**config.mk**
```make
export PLATFORM = sky130hd
export DESIGN_NAME = ebwi_top
export DESIGN_NICKNAME = d
export VERILOG_FILES = /design/src/ebwi_sync2.v /design/src/ebwi_clkdiv.v /design/src/ebwi_top.v
export VERILOG_INCLUDE_DIRS = /design/src
export SDC_FILE = /design/constraint.sdc
export NUM_CORES = 1
export LEC_CHECK = 0
export BUFFER_PORTS_ARGS = -buffer_cell sky130_fd_sc_hd__buf_2
export CORE_AREA = 2 2 124 126
export DETAILED_ROUTE_END_ITERATION = 16
export DIE_AREA = 0 0 126 128
export PLACE_DENSITY_LB_ADDON = 0.12
export SYNTH_ARGS = -nofsm -noshare
export SYNTH_HDL_FRONTEND = slang
export SYNTH_HIERARCHICAL = 1
export SYNTH_SLANG_ARGS = --single-unit
```
**constraint.sdc**
```tcl
create_clock -name clock_in -period 9.1 [get_ports clock_in]
set_input_delay 1.365 -clock clock_in [delete_from_list [all_inputs] [get_ports clock_in]]
set_output_delay 1.365 -clock clock_in [all_outputs]
set_load 0.01 [all_outputs]
```
**src/ebwi_consts.vh**
```
// constants for the external bus wait interface
`ifndef EBWI_CONSTS_VH
`define EBWI_CONSTS_VH
// register byte offsets on the axi4-lite slave
`define EBWI_BANKCTL_OFS 8'h00
`define EBWI_WAIT_OFS 8'h04
`define EBWI_CMD_OFS 8'h08
`define EBWI_WDATA_OFS 8'h0c
`define EBWI_STAT_OFS 8'h10
`define EBWI_RDATA_OFS 8'h14
// control register fields
`define EBWI_DIV_LSB 0
`define EBWI_B2B_BIT 2
`define EBWI_BANKCTL_RST 32'h0000_0003
// divide codes
`define EBWI_DIV_1 2'b00
`define EBWI_DIV_2 2'b01
`define EBWI_DIV_4 2'b11
// wait register fields: program, data, io counts, 3 bits each
`define EBWI_WS_W 3
`define EBWI_WAIT_RST 32'h0000_0000
// command fields
`define EBWI_CMD_ADDR_W 16
`define EBWI_CMD_WR_BIT 16
`define EBWI_CMD_SP_LSB 17
// spaces
`define EBWI_SP_PROG 2'b00
`define EBWI_SP_DATA 2'b01
`define EBWI_SP_IO 2'b10
// least software wait count for ready use
`define EBWI_RDY_MIN_WS 3'd2
// axi responses
`define EBWI_RESP_OKAY 2'b00
`define EBWI_RESP_SLVERR 2'b10
`endif

```
**src/ebwi_sync2.v**
```verilog
// two flip-flop synchroniser for a single level
module ebwi_sync2 (
  input wire clock_in,
  input wire sys_rst_in,
  input wire d_in,
  output wire q_out
);
  reg meta_r; // first stage, read only by second stage
  reg q_r; // stable stage
  // plain two stage chain; resets to high (bus idle)
  always @(posedge clock_in or posedge sys_rst_in) begin
    if (sys_rst_in) begin
      meta_r <= 1'b1;
      q_r <= 1'b1;
    end else begin
      meta_r <= d_in;
      q_r <= meta_r;
    end
  end
  assign q_out = q_r;
endmodule

```
**src/ebwi_clkdiv.v**
```verilog
// bus output clock generator with programmable divide
`include "ebwi_consts.vh"
module ebwi_clkdiv (
  input wire clock_in,
  input wire sys_rst_in,
  input wire [1:0] div_in,
  output wire fall_out,
  output wire clk_out
);
  reg [1:0] cnt_r; // phase counter
  reg clk_r; // output clock level
  reg [1:0] lim; // half period minus one, in core cycles
  // 00 gives core/2 (undivided), 01 /2 more, else /4
  always @* begin
    case (div_in)
      `EBWI_DIV_1: lim = 2'd0;
      `EBWI_DIV_2: lim = 2'd1;
      default: lim = 2'd3;
    endcase
  end
  // toggle the output clock at the end of each half period
  always @(posedge clock_in or posedge sys_rst_in) begin
    if (sys_rst_in) begin
      cnt_r <= 2'd0;
      clk_r <= 1'b1;
    end else if (cnt_r >= lim) begin
      cnt_r <= 2'd0;
      clk_r <= ~clk_r;
    end else begin
      cnt_r <= cnt_r + 2'd1;
    end
  end
  // strobe one core cycle wide when a falling edge is issued
  assign fall_out = clk_r && (cnt_r >= lim);
  assign clk_out = clk_r;
endmodule

```
**src/ebwi_top.v**
```verilog
// external bus wait interface with axi4-lite control
`include "ebwi_consts.vh"
// Contract
// back-to-back or isolated reads by control bit
// io space uses the io strobe
// direction and selects change with address
// capture read data at output clock fall
// ready extends only software-waited cycles
// software programs two waits for ready
// ready ignored until software waits done
// ready sampled at output clock falls
// status output toggles at clock falls
// divide 00 undivided, reset divides four
// ready low holds strobe, adds wait
module ebwi_top (
  input wire clock_in,
  input wire sys_rst_in,
  input wire [7:0] s_axi_awaddr,
  input wire s_axi_awvalid,
  output reg s_axi_awready,
  input wire [31:0] s_axi_wdata,
  input wire [3:0] s_axi_wstrb,
  input wire s_axi_wvalid,
  output reg s_axi_wready,
  output reg [1:0] s_axi_bresp,
  output reg s_axi_bvalid,
  input wire s_axi_bready,
  input wire [7:0] s_axi_araddr,
  input wire s_axi_arvalid,
  output reg s_axi_arready,
  output reg [31:0] s_axi_rdata,
  output reg [1:0] s_axi_rresp,
  output reg s_axi_rvalid,
  input wire s_axi_rready,
  output reg [15:0] bus_addr_out,
  output reg [15:0] bus_data_out,
  output reg bus_data_oe_out,
  input wire [15:0] bus_data_in,
  output reg bus_rw_out,
  output reg memory_strobe_n_out,
  output reg io_strobe_n_out,
  output reg program_space_select_out,
  output reg data_space_select_out,
  output reg io_space_select_out,
  input wire ready_in,
  output reg cycle_complete_status_n_out,
  output reg bus_output_clock_out
);
  // phase states, each lasting one or more output clock periods
  localparam ST_IDLE = 3'd0;
  localparam ST_ADDR = 3'd1;
  localparam ST_STRB = 3'd2;
  localparam ST_SWW = 3'd3;
  localparam ST_HWW = 3'd4;
  localparam ST_DONE = 3'd5;

  reg [31:0] bank_switch_control_reg_r; // divide and read mode
  reg [31:0] wait_r; // software wait counts per space
  reg [31:0] wdata_r; // pending write data
  reg [31:0] cmd_r; // latched command
  reg go_r; // command pending
  reg busy_r; // cycle in progress
  reg [15:0] rdata_r; // captured read data
  reg [2:0] st_r; // bus sequencer state
  reg [2:0] wcnt_r; // software waits left
  reg prev_rd_r; // last cycle was a read
  reg [1:0] prev_sp_r; // its space
  reg rdy_fault_r; // ready used with too few waits
  wire [1:0] div_w; // divide field
  wire fall_w; // output clock falls this cycle
  wire clk_w; // divided clock level
  wire rdy_s; // synchronised ready
  wire [15:0] data_s; // data lines after the two-stage synchronisers
  wire [1:0] sp_w; // command space
  wire cmd_wr; // command is a write
  reg [2:0] ws_w; // software waits for the space
  wire b2b_w; // back-to-back read allowed
  wire cap_w; // this fall is a read capture point
  reg [1:0] cap_r; // capture point delayed past the synchroniser

  assign div_w = bank_switch_control_reg_r[`EBWI_DIV_LSB +: 2];
  assign sp_w = cmd_r[`EBWI_CMD_SP_LSB +: 2];
  assign cmd_wr = cmd_r[`EBWI_CMD_WR_BIT];
  // back-to-back only for a read following a read in the same space
  assign b2b_w = bank_switch_control_reg_r[`EBWI_B2B_BIT] &&
    prev_rd_r && !cmd_wr && (prev_sp_r == sp_w);
  // falls at which the sequencer ends the strobe of a cycle
  assign cap_w = fall_w && (((st_r == ST_STRB) && (wcnt_r == 3'd0)) ||
    ((st_r == ST_SWW) && (wcnt_r == 3'd0) && rdy_s) ||
    ((st_r == ST_HWW) && rdy_s));

  // wait count picks by space
  always @* begin
    case (sp_w)
      `EBWI_SP_PROG: ws_w = wait_r[2:0];
      `EBWI_SP_DATA: ws_w = wait_r[5:3];
      default: ws_w = wait_r[8:6];
    endcase
  end

  ebwi_clkdiv u_div (
    .clock_in(clock_in),
    .sys_rst_in(sys_rst_in),
    .div_in(div_w),
    .fall_out(fall_w),
    .clk_out(clk_w)
  );
  ebwi_sync2 u_rdy (
    .clock_in(clock_in),
    .sys_rst_in(sys_rst_in),
    .d_in(ready_in),
    .q_out(rdy_s)
  );
  // data lines synchronised bit by bit
  genvar gi;
  generate
    for (gi = 0; gi < 16; gi = gi + 1) begin : g_dsync
      ebwi_sync2 u_ds (
        .clock_in(clock_in),
        .sys_rst_in(sys_rst_in),
        .d_in(bus_data_in[gi]),
        .q_out(data_s[gi])
      );
    end
  endgenerate

  // output clock retimed to a flip-flop
  always @(posedge clock_in or posedge sys_rst_in) begin
    if (sys_rst_in) begin
      bus_output_clock_out <= 1'b1;
    end else begin
      bus_output_clock_out <= clk_w;
    end
  end

  // read capture: the pins seen at a capture fall reach data_s two
  // cycles later, so the capture waits as long; without this a
  // zero-wait read at the undivided clock would take released-bus junk
  always @(posedge clock_in or posedge sys_rst_in) begin
    if (sys_rst_in) begin
      cap_r <= 2'b00;
      rdata_r <= 16'h0000;
    end else begin
      cap_r <= {cap_r[0], cap_w};
      if (cap_r[1]) begin
        rdata_r <= data_s;
      end
    end
  end

  // bus sequencer: every step happens at an output clock fall
  always @(posedge clock_in or posedge sys_rst_in) begin
    if (sys_rst_in) begin
      st_r <= ST_IDLE;
      wcnt_r <= 3'd0;
      busy_r <= 1'b0;
      prev_rd_r <= 1'b0;
      prev_sp_r <= 2'b00;
      rdy_fault_r <= 1'b0;
      bus_addr_out <= 16'h0000;
      bus_data_out <= 16'h0000;
      bus_data_oe_out <= 1'b0;
      bus_rw_out <= 1'b1;
      memory_strobe_n_out <= 1'b1;
      io_strobe_n_out <= 1'b1;
      program_space_select_out <= 1'b0;
      data_space_select_out <= 1'b0;
      io_space_select_out <= 1'b0;
      cycle_complete_status_n_out <= 1'b1;
    end else if (fall_w) begin
      case (st_r)
        ST_IDLE: begin
          if (go_r) begin
            busy_r <= 1'b1;
            // address, direction and selects move together
            bus_addr_out <= cmd_r[15:0];
            bus_rw_out <= ~cmd_wr;
            program_space_select_out <= (sp_w == `EBWI_SP_PROG);
            data_space_select_out <= (sp_w == `EBWI_SP_DATA);
            io_space_select_out <= (sp_w == `EBWI_SP_IO);
            bus_data_out <= wdata_r[15:0];
            bus_data_oe_out <= cmd_wr;
            wcnt_r <= ws_w;
            // consecutive read skips the address setup period
            if (b2b_w) begin
              if (sp_w == `EBWI_SP_IO) io_strobe_n_out <= 1'b0;
              else memory_strobe_n_out <= 1'b0;
              st_r <= ST_STRB;
            end else begin
              st_r <= ST_ADDR;
            end
          end else begin
            busy_r <= 1'b0;
          end
        end
        ST_ADDR: begin
          // io space uses its own strobe
          if (sp_w == `EBWI_SP_IO) io_strobe_n_out <= 1'b0;
          else memory_strobe_n_out <= 1'b0;
          st_r <= ST_STRB;
        end
        ST_STRB: begin
          if (wcnt_r != 3'd0) begin
            wcnt_r <= wcnt_r - 3'd1;
            st_r <= ST_SWW;
          end else begin
            // no software waits: ready never consulted
            st_r <= ST_DONE;
            memory_strobe_n_out <= 1'b1;
            io_strobe_n_out <= 1'b1;
          end
        end
        ST_SWW: begin
          if (wcnt_r != 3'd0) begin
            wcnt_r <= wcnt_r - 3'd1;
          end else if (!rdy_s) begin
            // hardware wait: hold everything, mark the extension
            if (ws_w < `EBWI_RDY_MIN_WS) rdy_fault_r <= 1'b1;
            cycle_complete_status_n_out <= 1'b0;
            st_r <= ST_HWW;
          end else begin
            memory_strobe_n_out <= 1'b1;
            io_strobe_n_out <= 1'b1;
            st_r <= ST_DONE;
          end
        end
        ST_HWW: begin
          if (rdy_s) begin
            cycle_complete_status_n_out <= 1'b1;
            memory_strobe_n_out <= 1'b1;
            io_strobe_n_out <= 1'b1;
            st_r <= ST_DONE;
          end
          // else one more wait, strobe and data held
        end
        ST_DONE: begin
          prev_rd_r <= ~cmd_wr;
          prev_sp_r <= sp_w;
          bus_data_oe_out <= 1'b0;
          busy_r <= 1'b0;
          st_r <= ST_IDLE;
        end
        default: st_r <= ST_IDLE;
      endcase
    end
  end

  // axi4-lite write channel; registers decode once both halves taken
  reg [7:0] awa_r; // latched write address
  reg awh_r; // address held
  reg wh_r; // data held
  reg [31:0] wd_r; // latched write data
  always @(posedge clock_in or posedge sys_rst_in) begin
    if (sys_rst_in) begin
      s_axi_awready <= 1'b1;
      s_axi_wready <= 1'b1;
      s_axi_bvalid <= 1'b0;
      s_axi_bresp <= `EBWI_RESP_OKAY;
      awa_r <= 8'h00;
      awh_r <= 1'b0;
      wh_r <= 1'b0;
      wd_r <= 32'h0000_0000;
      bank_switch_control_reg_r <= `EBWI_BANKCTL_RST;
      wait_r <= `EBWI_WAIT_RST;
      wdata_r <= 32'h0000_0000;
      cmd_r <= 32'h0000_0000;
      go_r <= 1'b0;
    end else begin
      // the sequencer consumes the command when it starts
      if (fall_w && st_r == ST_IDLE && go_r) go_r <= 1'b0;
      if (s_axi_awvalid && s_axi_awready) begin
        awa_r <= s_axi_awaddr;
        awh_r <= 1'b1;
        s_axi_awready <= 1'b0;
      end
      if (s_axi_wvalid && s_axi_wready) begin
        wd_r <= s_axi_wdata;
        wh_r <= 1'b1;
        s_axi_wready <= 1'b0;
      end
      if (awh_r && wh_r && !s_axi_bvalid) begin
        s_axi_bvalid <= 1'b1;
        s_axi_bresp <= `EBWI_RESP_OKAY;
        case (awa_r)
          `EBWI_BANKCTL_OFS: bank_switch_control_reg_r <= wd_r & 32'h7;
          `EBWI_WAIT_OFS: wait_r <= wd_r & 32'h1ff;
          `EBWI_WDATA_OFS: wdata_r <= wd_r & 32'hffff;
          `EBWI_CMD_OFS: begin
            // a command while busy is refused
            if (go_r || busy_r) s_axi_bresp <= `EBWI_RESP_SLVERR;
            else begin
              cmd_r <= wd_r & 32'h7_ffff;
              go_r <= 1'b1;
            end
          end
          `EBWI_STAT_OFS, `EBWI_RDATA_OFS: ;
          default: s_axi_bresp <= `EBWI_RESP_SLVERR;
        endcase
      end
      if (s_axi_bvalid && s_axi_bready) begin
        s_axi_bvalid <= 1'b0;
        awh_r <= 1'b0;
        wh_r <= 1'b0;
        s_axi_awready <= 1'b1;
        s_axi_wready <= 1'b1;
      end
    end
  end

  // axi4-lite read channel, one cycle answer
  always @(posedge clock_in or posedge sys_rst_in) begin
    if (sys_rst_in) begin
      s_axi_arready <= 1'b1;
      s_axi_rvalid <= 1'b0;
      s_axi_rdata <= 32'h0000_0000;
      s_axi_rresp <= `EBWI_RESP_OKAY;
    end else if (s_axi_arvalid && s_axi_arready) begin
      s_axi_arready <= 1'b0;
      s_axi_rvalid <= 1'b1;
      s_axi_rresp <= `EBWI_RESP_OKAY;
      case (s_axi_araddr)
        `EBWI_BANKCTL_OFS: s_axi_rdata <= bank_switch_control_reg_r;
        `EBWI_WAIT_OFS: s_axi_rdata <= wait_r;
        `EBWI_CMD_OFS: s_axi_rdata <= cmd_r;
        `EBWI_WDATA_OFS: s_axi_rdata <= wdata_r;
        `EBWI_STAT_OFS: s_axi_rdata <= {26'h0, rdy_fault_r,
          ~cycle_complete_status_n_out, st_r, (busy_r | go_r)};
        `EBWI_RDATA_OFS: s_axi_rdata <= {16'h0000, rdata_r};
        default: begin
          s_axi_rdata <= 32'h0000_0000;
          s_axi_rresp <= `EBWI_RESP_SLVERR;
        end
      endcase
    end else if (s_axi_rvalid && s_axi_rready) begin
      s_axi_rvalid <= 1'b0;
      s_axi_arready <= 1'b1;
    end
  end
endmodule

```
# Word level (Yosys, flattened, before mapping)
# Cells that the tools add are included.
[op_classes]
add_sub_neg = 2
magnitude_cmp = 2
eq_ne = 26
n_mux = 56
bitwise_logic = 7
n_reduce_logical = 54
[ops]
columns = ["operator", "count"]
rows = [
  ["19-bit case mux with 6 select lines", 1],
  ["1-bit two-way mux", 35],
  ["8-bit by 4-bit equality test with 1-bit output, second input constant", 4],
  ["8-bit by 5-bit equality test with 1-bit output, second input constant", 4],
  ["1-bit logical AND", 18],
  ["3-bit two-way mux", 6],
  ["8-bit by 3-bit equality test with 1-bit output, second input constant", 2],
  ["8-bit zero test", 2],
  ["3-bit case mux with 5 select lines", 1],
  ["2-bit nonzero test", 7],
  ["3-bit case mux with 2 select lines", 2],
  ["2-bit != test, second input constant", 5],
  ["1-bit case mux with 5 select lines", 2],
  ["2-bit AND reduction", 5],
  ["5-bit AND reduction", 2],
  ["3-bit AND reduction", 3],
  ["2-bit two-way mux", 4],
  ["2-bit case mux with 2 select lines", 2],
  ["4-bit AND reduction", 2],
  ["3-bit by 2-bit equality test with 1-bit output, second input constant", 2],
  ["3-bit equality test, second input constant", 2],
  ["3-bit zero test", 2],
  ["1-bit NOT", 6],
  ["1-bit case mux with 2 select lines", 3],
  ["19 further kinds", 25],
]
[totals]
register_bits = 225
inputBits = 76
output_inout_bits = 82
wordCells = 219

# Depth between registers and ports, before layout
[logic_depth]
word_depth = 10
depth_mapped = 11
mapped_depth_nobuf = 9

# Hierarchy
# The synthesis kept the hierarchy.
[modules_own_cells]
columns = ["module", "n_inst", "cells_per_inst", "area_per_inst_um2", "seq_area_each_um2"]
rows = [
  ["ebwi_top", 1, 586, 7572.3, 4341.7],
  ["ebwi_sync2", 17, 3, 56.3, 52.6],
  ["ebwi_clkdiv", 1, 16, 181.4, 76.3],
]

# Worst setup path after synthesis
# OpenSTA, ideal clock, no wires.
[synth_path]
path_type = "input to register"
start = "in s_axi_araddr[4]"
end = "reg s_axi_rdata[10]"
setup_ns = 0.083
arrival_ns = 2.764
required_time_ns = 9.017
path_slack_ns = 6.253
stages = 6
path_buffers = 2
path_cell_list = "clkbuf_1 > or4b_1 > clkbuf_1 > nor2_1 > a22oi_1 > o21ai_0"
[synth_between]
elab_chain_len = 2
word_cells_on_any_way = 7
cone_classes = "eq/ne: 5; mux: 1; reduce/logical: 1"
[synth_lines]
columns = ["item", "line_no", "text"]
rows = [
  ["start, declared", "ebwi_top.v:28", "input wire [7:0] s_axi_araddr,"],
  ["8-bit by 5-bit equality test with 1-bit output, or another cell as far along", "ebwi_top.v:321", "case (s_axi_araddr)"],
  ["19-bit case mux with 6 select lines (*)", "ebwi_top.v:321", ""],
  ["end signal, assigned", "ebwi_top.v:322", "`EBWI_BANKCTL_OFS: s_axi_rdata <= bank_switch_control_reg_r;"],
  ["end signal, assigned", "ebwi_top.v:323", "`EBWI_WAIT_OFS: s_axi_rdata <= wait_r;"],
  ["end signal, assigned", "ebwi_top.v:324", "`EBWI_CMD_OFS: s_axi_rdata <= cmd_r;"],
  ["end, declared", "ebwi_top.v:31", "output reg [31:0] s_axi_rdata,"],
]
# Every way passes the cells marked *; elsewhere a longest branch is shown, timed or not.
# A chain may end at the register's enable or synchronous reset.

# Worst setup path in the final report
[layout_path]
start = "in s_axi_araddr[2]"
end = "reg s_axi_rdata[11]"
# The elaborated chain is that of the path after synthesis.

==> impl_metrics.env <==
export IMPL_critPathKind="in -> reg"
export IMPL_die_w_um=126
export IMPL_h_tree_depth=1
export IMPL_numCtsBuffers=22
export IMPL_die_area_um2=16100
export IMPL_die_h_um=128
export IMPL_drcViolationCount=0
export IMPL_synth_edff_count=0
export IMPL_ctsRootBufferMaster="clkbuf_16"
export IMPL_crit_arrival_ns=3.74
export IMPL_core_um2=14900
export IMPL_numPortBuffers=125
export IMPL_fin_skew_ns=0.0178
export IMPL_synth_xor_area_share_pct=0.402
export IMPL_netlist_instances=653
export IMPL_hold_class="reg -> reg"
export IMPL_seq_area_frac_synth_pct=61.0
export IMPL_status="complete, no violations"
export IMPL_ys_warn_count=6
export IMPL_area_growth_pct=16.2
export IMPL_hold_violations=0
export IMPL_synth_mux_area_share_pct=19.9
export IMPL_crit_chain="buf_2 -> or4b_1 -> nor3_1 -> a22oi_1 -> o21ai_0"
export IMPL_min_period_over_period_pct=36.6
export IMPL_whs_path_depth=0
export IMPL_cts_buffer_depth=3
export IMPL_drtPass1Iterations=4
export IMPL_synth_area_leaders="dfrtp_1 47%, mux2_2 16%, dfstp_2 14%"
export IMPL_synth_top_family_by_area="multiplexers"
export IMPL_cap_viol_max_count=0
export IMPL_initialDrtViolationCount=410
export IMPL_r2r_start="awa_r[1]"
export IMPL_yosysTopAreaCell="dfrtp_1"
export IMPL_clk_pin_slew_ns=0.06
export IMPL_setup_viol=0
export IMPL_end_kind="flop"
export IMPL_slew_violations=0
export IMPL_nNetsFinal=855
export IMPL_whs_ns=0.344
export IMPL_crit_slowest_cell="nor3_1"
export IMPL_wl_per_cell_um=19.1
export IMPL_relSlewSlack_pct=19.4
export IMPL_core_rowCount=45
export IMPL_cp_required_ns=9.51
export IMPL_holdCritStartpoint="cap_r[0]"
export IMPL_rsz0062_at_grt="false"
export IMPL_layout_setup_ws_ns=5.77
export IMPL_drive_gt1_share_pct=45.5
export IMPL_hold_path_end="cap_r[1]"
export IMPL_ys_ff_latch=210
export IMPL_yosysUniqueCellTypes=62
export IMPL_r2r_setup_slack_ns=6.19
export IMPL_post_cts_resized=0
export IMPL_clkSinkCount=210
export IMPL_grt_antenna_before_repair=0
export IMPL_p_leak_nw=4.97
export IMPL_gp_congestion=0.808
export IMPL_clock_latency_ns=0.51
export IMPL_ant_nets=0
export IMPL_worst_r2r_endpoint="wait_r[4]"
export IMPL_synth_top_area_share_pct=47.4
export IMPL_yosys_area_share_simple_pct=6.82
export IMPL_worstPathMaxFanout=22
export IMPL_peakVddDrop_v=0.000231
export IMPL_synth_compound_area_share_pct=7.12
export IMPL_initial_core_util_pct=58.6
export IMPL_fin_tns_setup_ns=0
export IMPL_wl_um=18700
export IMPL_async_reset_ff_share_pct=100
export IMPL_worstSetupStartpoint="s_axi_araddr[2]"
export IMPL_final_cell_mix="165 x dfrtp_1, 125 x mux2_2, 125 x buf_2"
export IMPL_multi_input_area_um2=3090
export IMPL_grt_pass1_wl_um=30000
export IMPL_vias=5466
export IMPL_tightest_slew_ns=1.20
export IMPL_postCtsSetupBuffers=0
export IMPL_grt_usage_pct=23.6
export IMPL_clock_fmax_ghz=0.300
export IMPL_synthAdderAreaFrac_pct=0.575
export IMPL_seq_area_um2=5310
export IMPL_layout_commonest_cell="dfrtp_1"
export IMPL_synth_avg_cell_area_um2=13.3
export IMPL_start_kind="primary input"
export IMPL_dp_slack_ns=5.27
export IMPL_io_pin_count=158
export IMPL_hpwl_um=12800
export IMPL_post_drt_via_cell_ratio=5.58
export IMPL_filler_cell_count=1087
export IMPL_power_density_nw_per_um2=272
export IMPL_ff2ff_path_depth=4
export IMPL_ctsHoldBuffers=0
export IMPL_gr_total_overflow=0
export IMPL_slowest_delay_ns=0.81
export IMPL_netlist_area_um2=8710
export IMPL_ys_flop_type="dfrtp_1"
export IMPL_grt_max_degree=93
export IMPL_post_route_min_period_ns=3.33
export IMPL_grt_pass1_vias=5577
export IMPL_cts_tree="built"
-- synth_stat cells, types with 7 or more instances --
library cell  count
nand3_1           7
clkbuf_1         22
dfrtp_1         165
dfstp_2          45
mux2i_1          17
mux2_4            9
mux2_2          125
nor2_1           17
a21oi_1          16
inv_1            30
buf_4            15
nand2_1          40
o21ai_0          33
a22oi_1          10
-- kinds of logic (layout without fill, tap and decap cells) --
kind of cell             count (synthesis)  after routing
XOR/XNOR                                 4              4
buffers and inverters                   77            201
multiplexers                           152            152
other                                    1             16
flip-flops                             210            210
adder cells (fa/ha/maj)                  4              4
AND/OR/NAND/NOR                        110            110
AO/OA/AOI/OAI                           95             95
-- routing by layer --
metal	vias to the layer above	global-route usage (%)	part of all wire [%]
li1	2512	-	-
met2	172	38.8	49
met3	27	4.47	5.5
met1	2755	32.6	44
met5	-	0	0
met4	0	6.46	2.0
-- worst max-delay path by stage --
| stage | to | cells past startpoint |
|---|---|---|
| after global placement | s_axi_rdata[11] | 5 |
| final | s_axi_rdata[11] | 5 |
| after CTS | s_axi_rdata[11] | 5 |
| after detailed placement | s_axi_rdata[11] | 5 |
| after floorplan | awa_r[0] | 1 |
| after global routing | s_axi_rdata[11] | 5 |
-- critical path: cells and delay by family --
kind	cells	cell delay, ns
buf+inv	1	0.51
simple gates	2	1.43
compound gates	2	0.42
-- where the power goes --
part | leakage (nW) | internal [mW] | switching, mW
Combinational | 1.96 | 0.292 | 0.247
Sequential | 2.66 | 1.16 | 0.201
Clock | 0.348 | 0.501 | 0.354
Total | 4.97 | 1.95 | 0.802
-- registers in the layout (all words and copies together) (netlist names), 2 cells and up --
name	count
bus_data_out	16
awa_r	8
cap_r	2
g_dsync.u_ds/q_out	16
g_dsync.u_ds/meta_r	16
u_div/cnt_r	2
wdata_r	16
wd_r	19
cmd_r	19
wcnt_r	3
st_r	3
prev_sp_r	2
wait_r	9
bank_switch_control_reg_r	3
s_axi_rdata	19
rdata_r	16
bus_addr_out	16
-- metrics by stage --
stage               power (mW)  cell area (um2)  std cells  util (%)
floorplan                 1.74             8760        667         -
CTS                       2.77            10100        979      68.1
global placement          1.87             9430        939      63.4
finish                    2.75            10100        980      68.1
detailed placement        1.91             9430        939      63.4
global route              2.91            10100        979      68.1
-- final cells by class --
type	count	share of cell area, %
Tap cell	188	2.32
Multi-Input combinational cell	380	30.5
Clock inverter	9	0.803
Inverter	30	1.16
Antenna cell	1	0.0247
Sequential cell	210	52.5
Timing Repair Buffer	131	6.62
Clock buffer	31	6.07
Power figures use the tool's default switching activity.
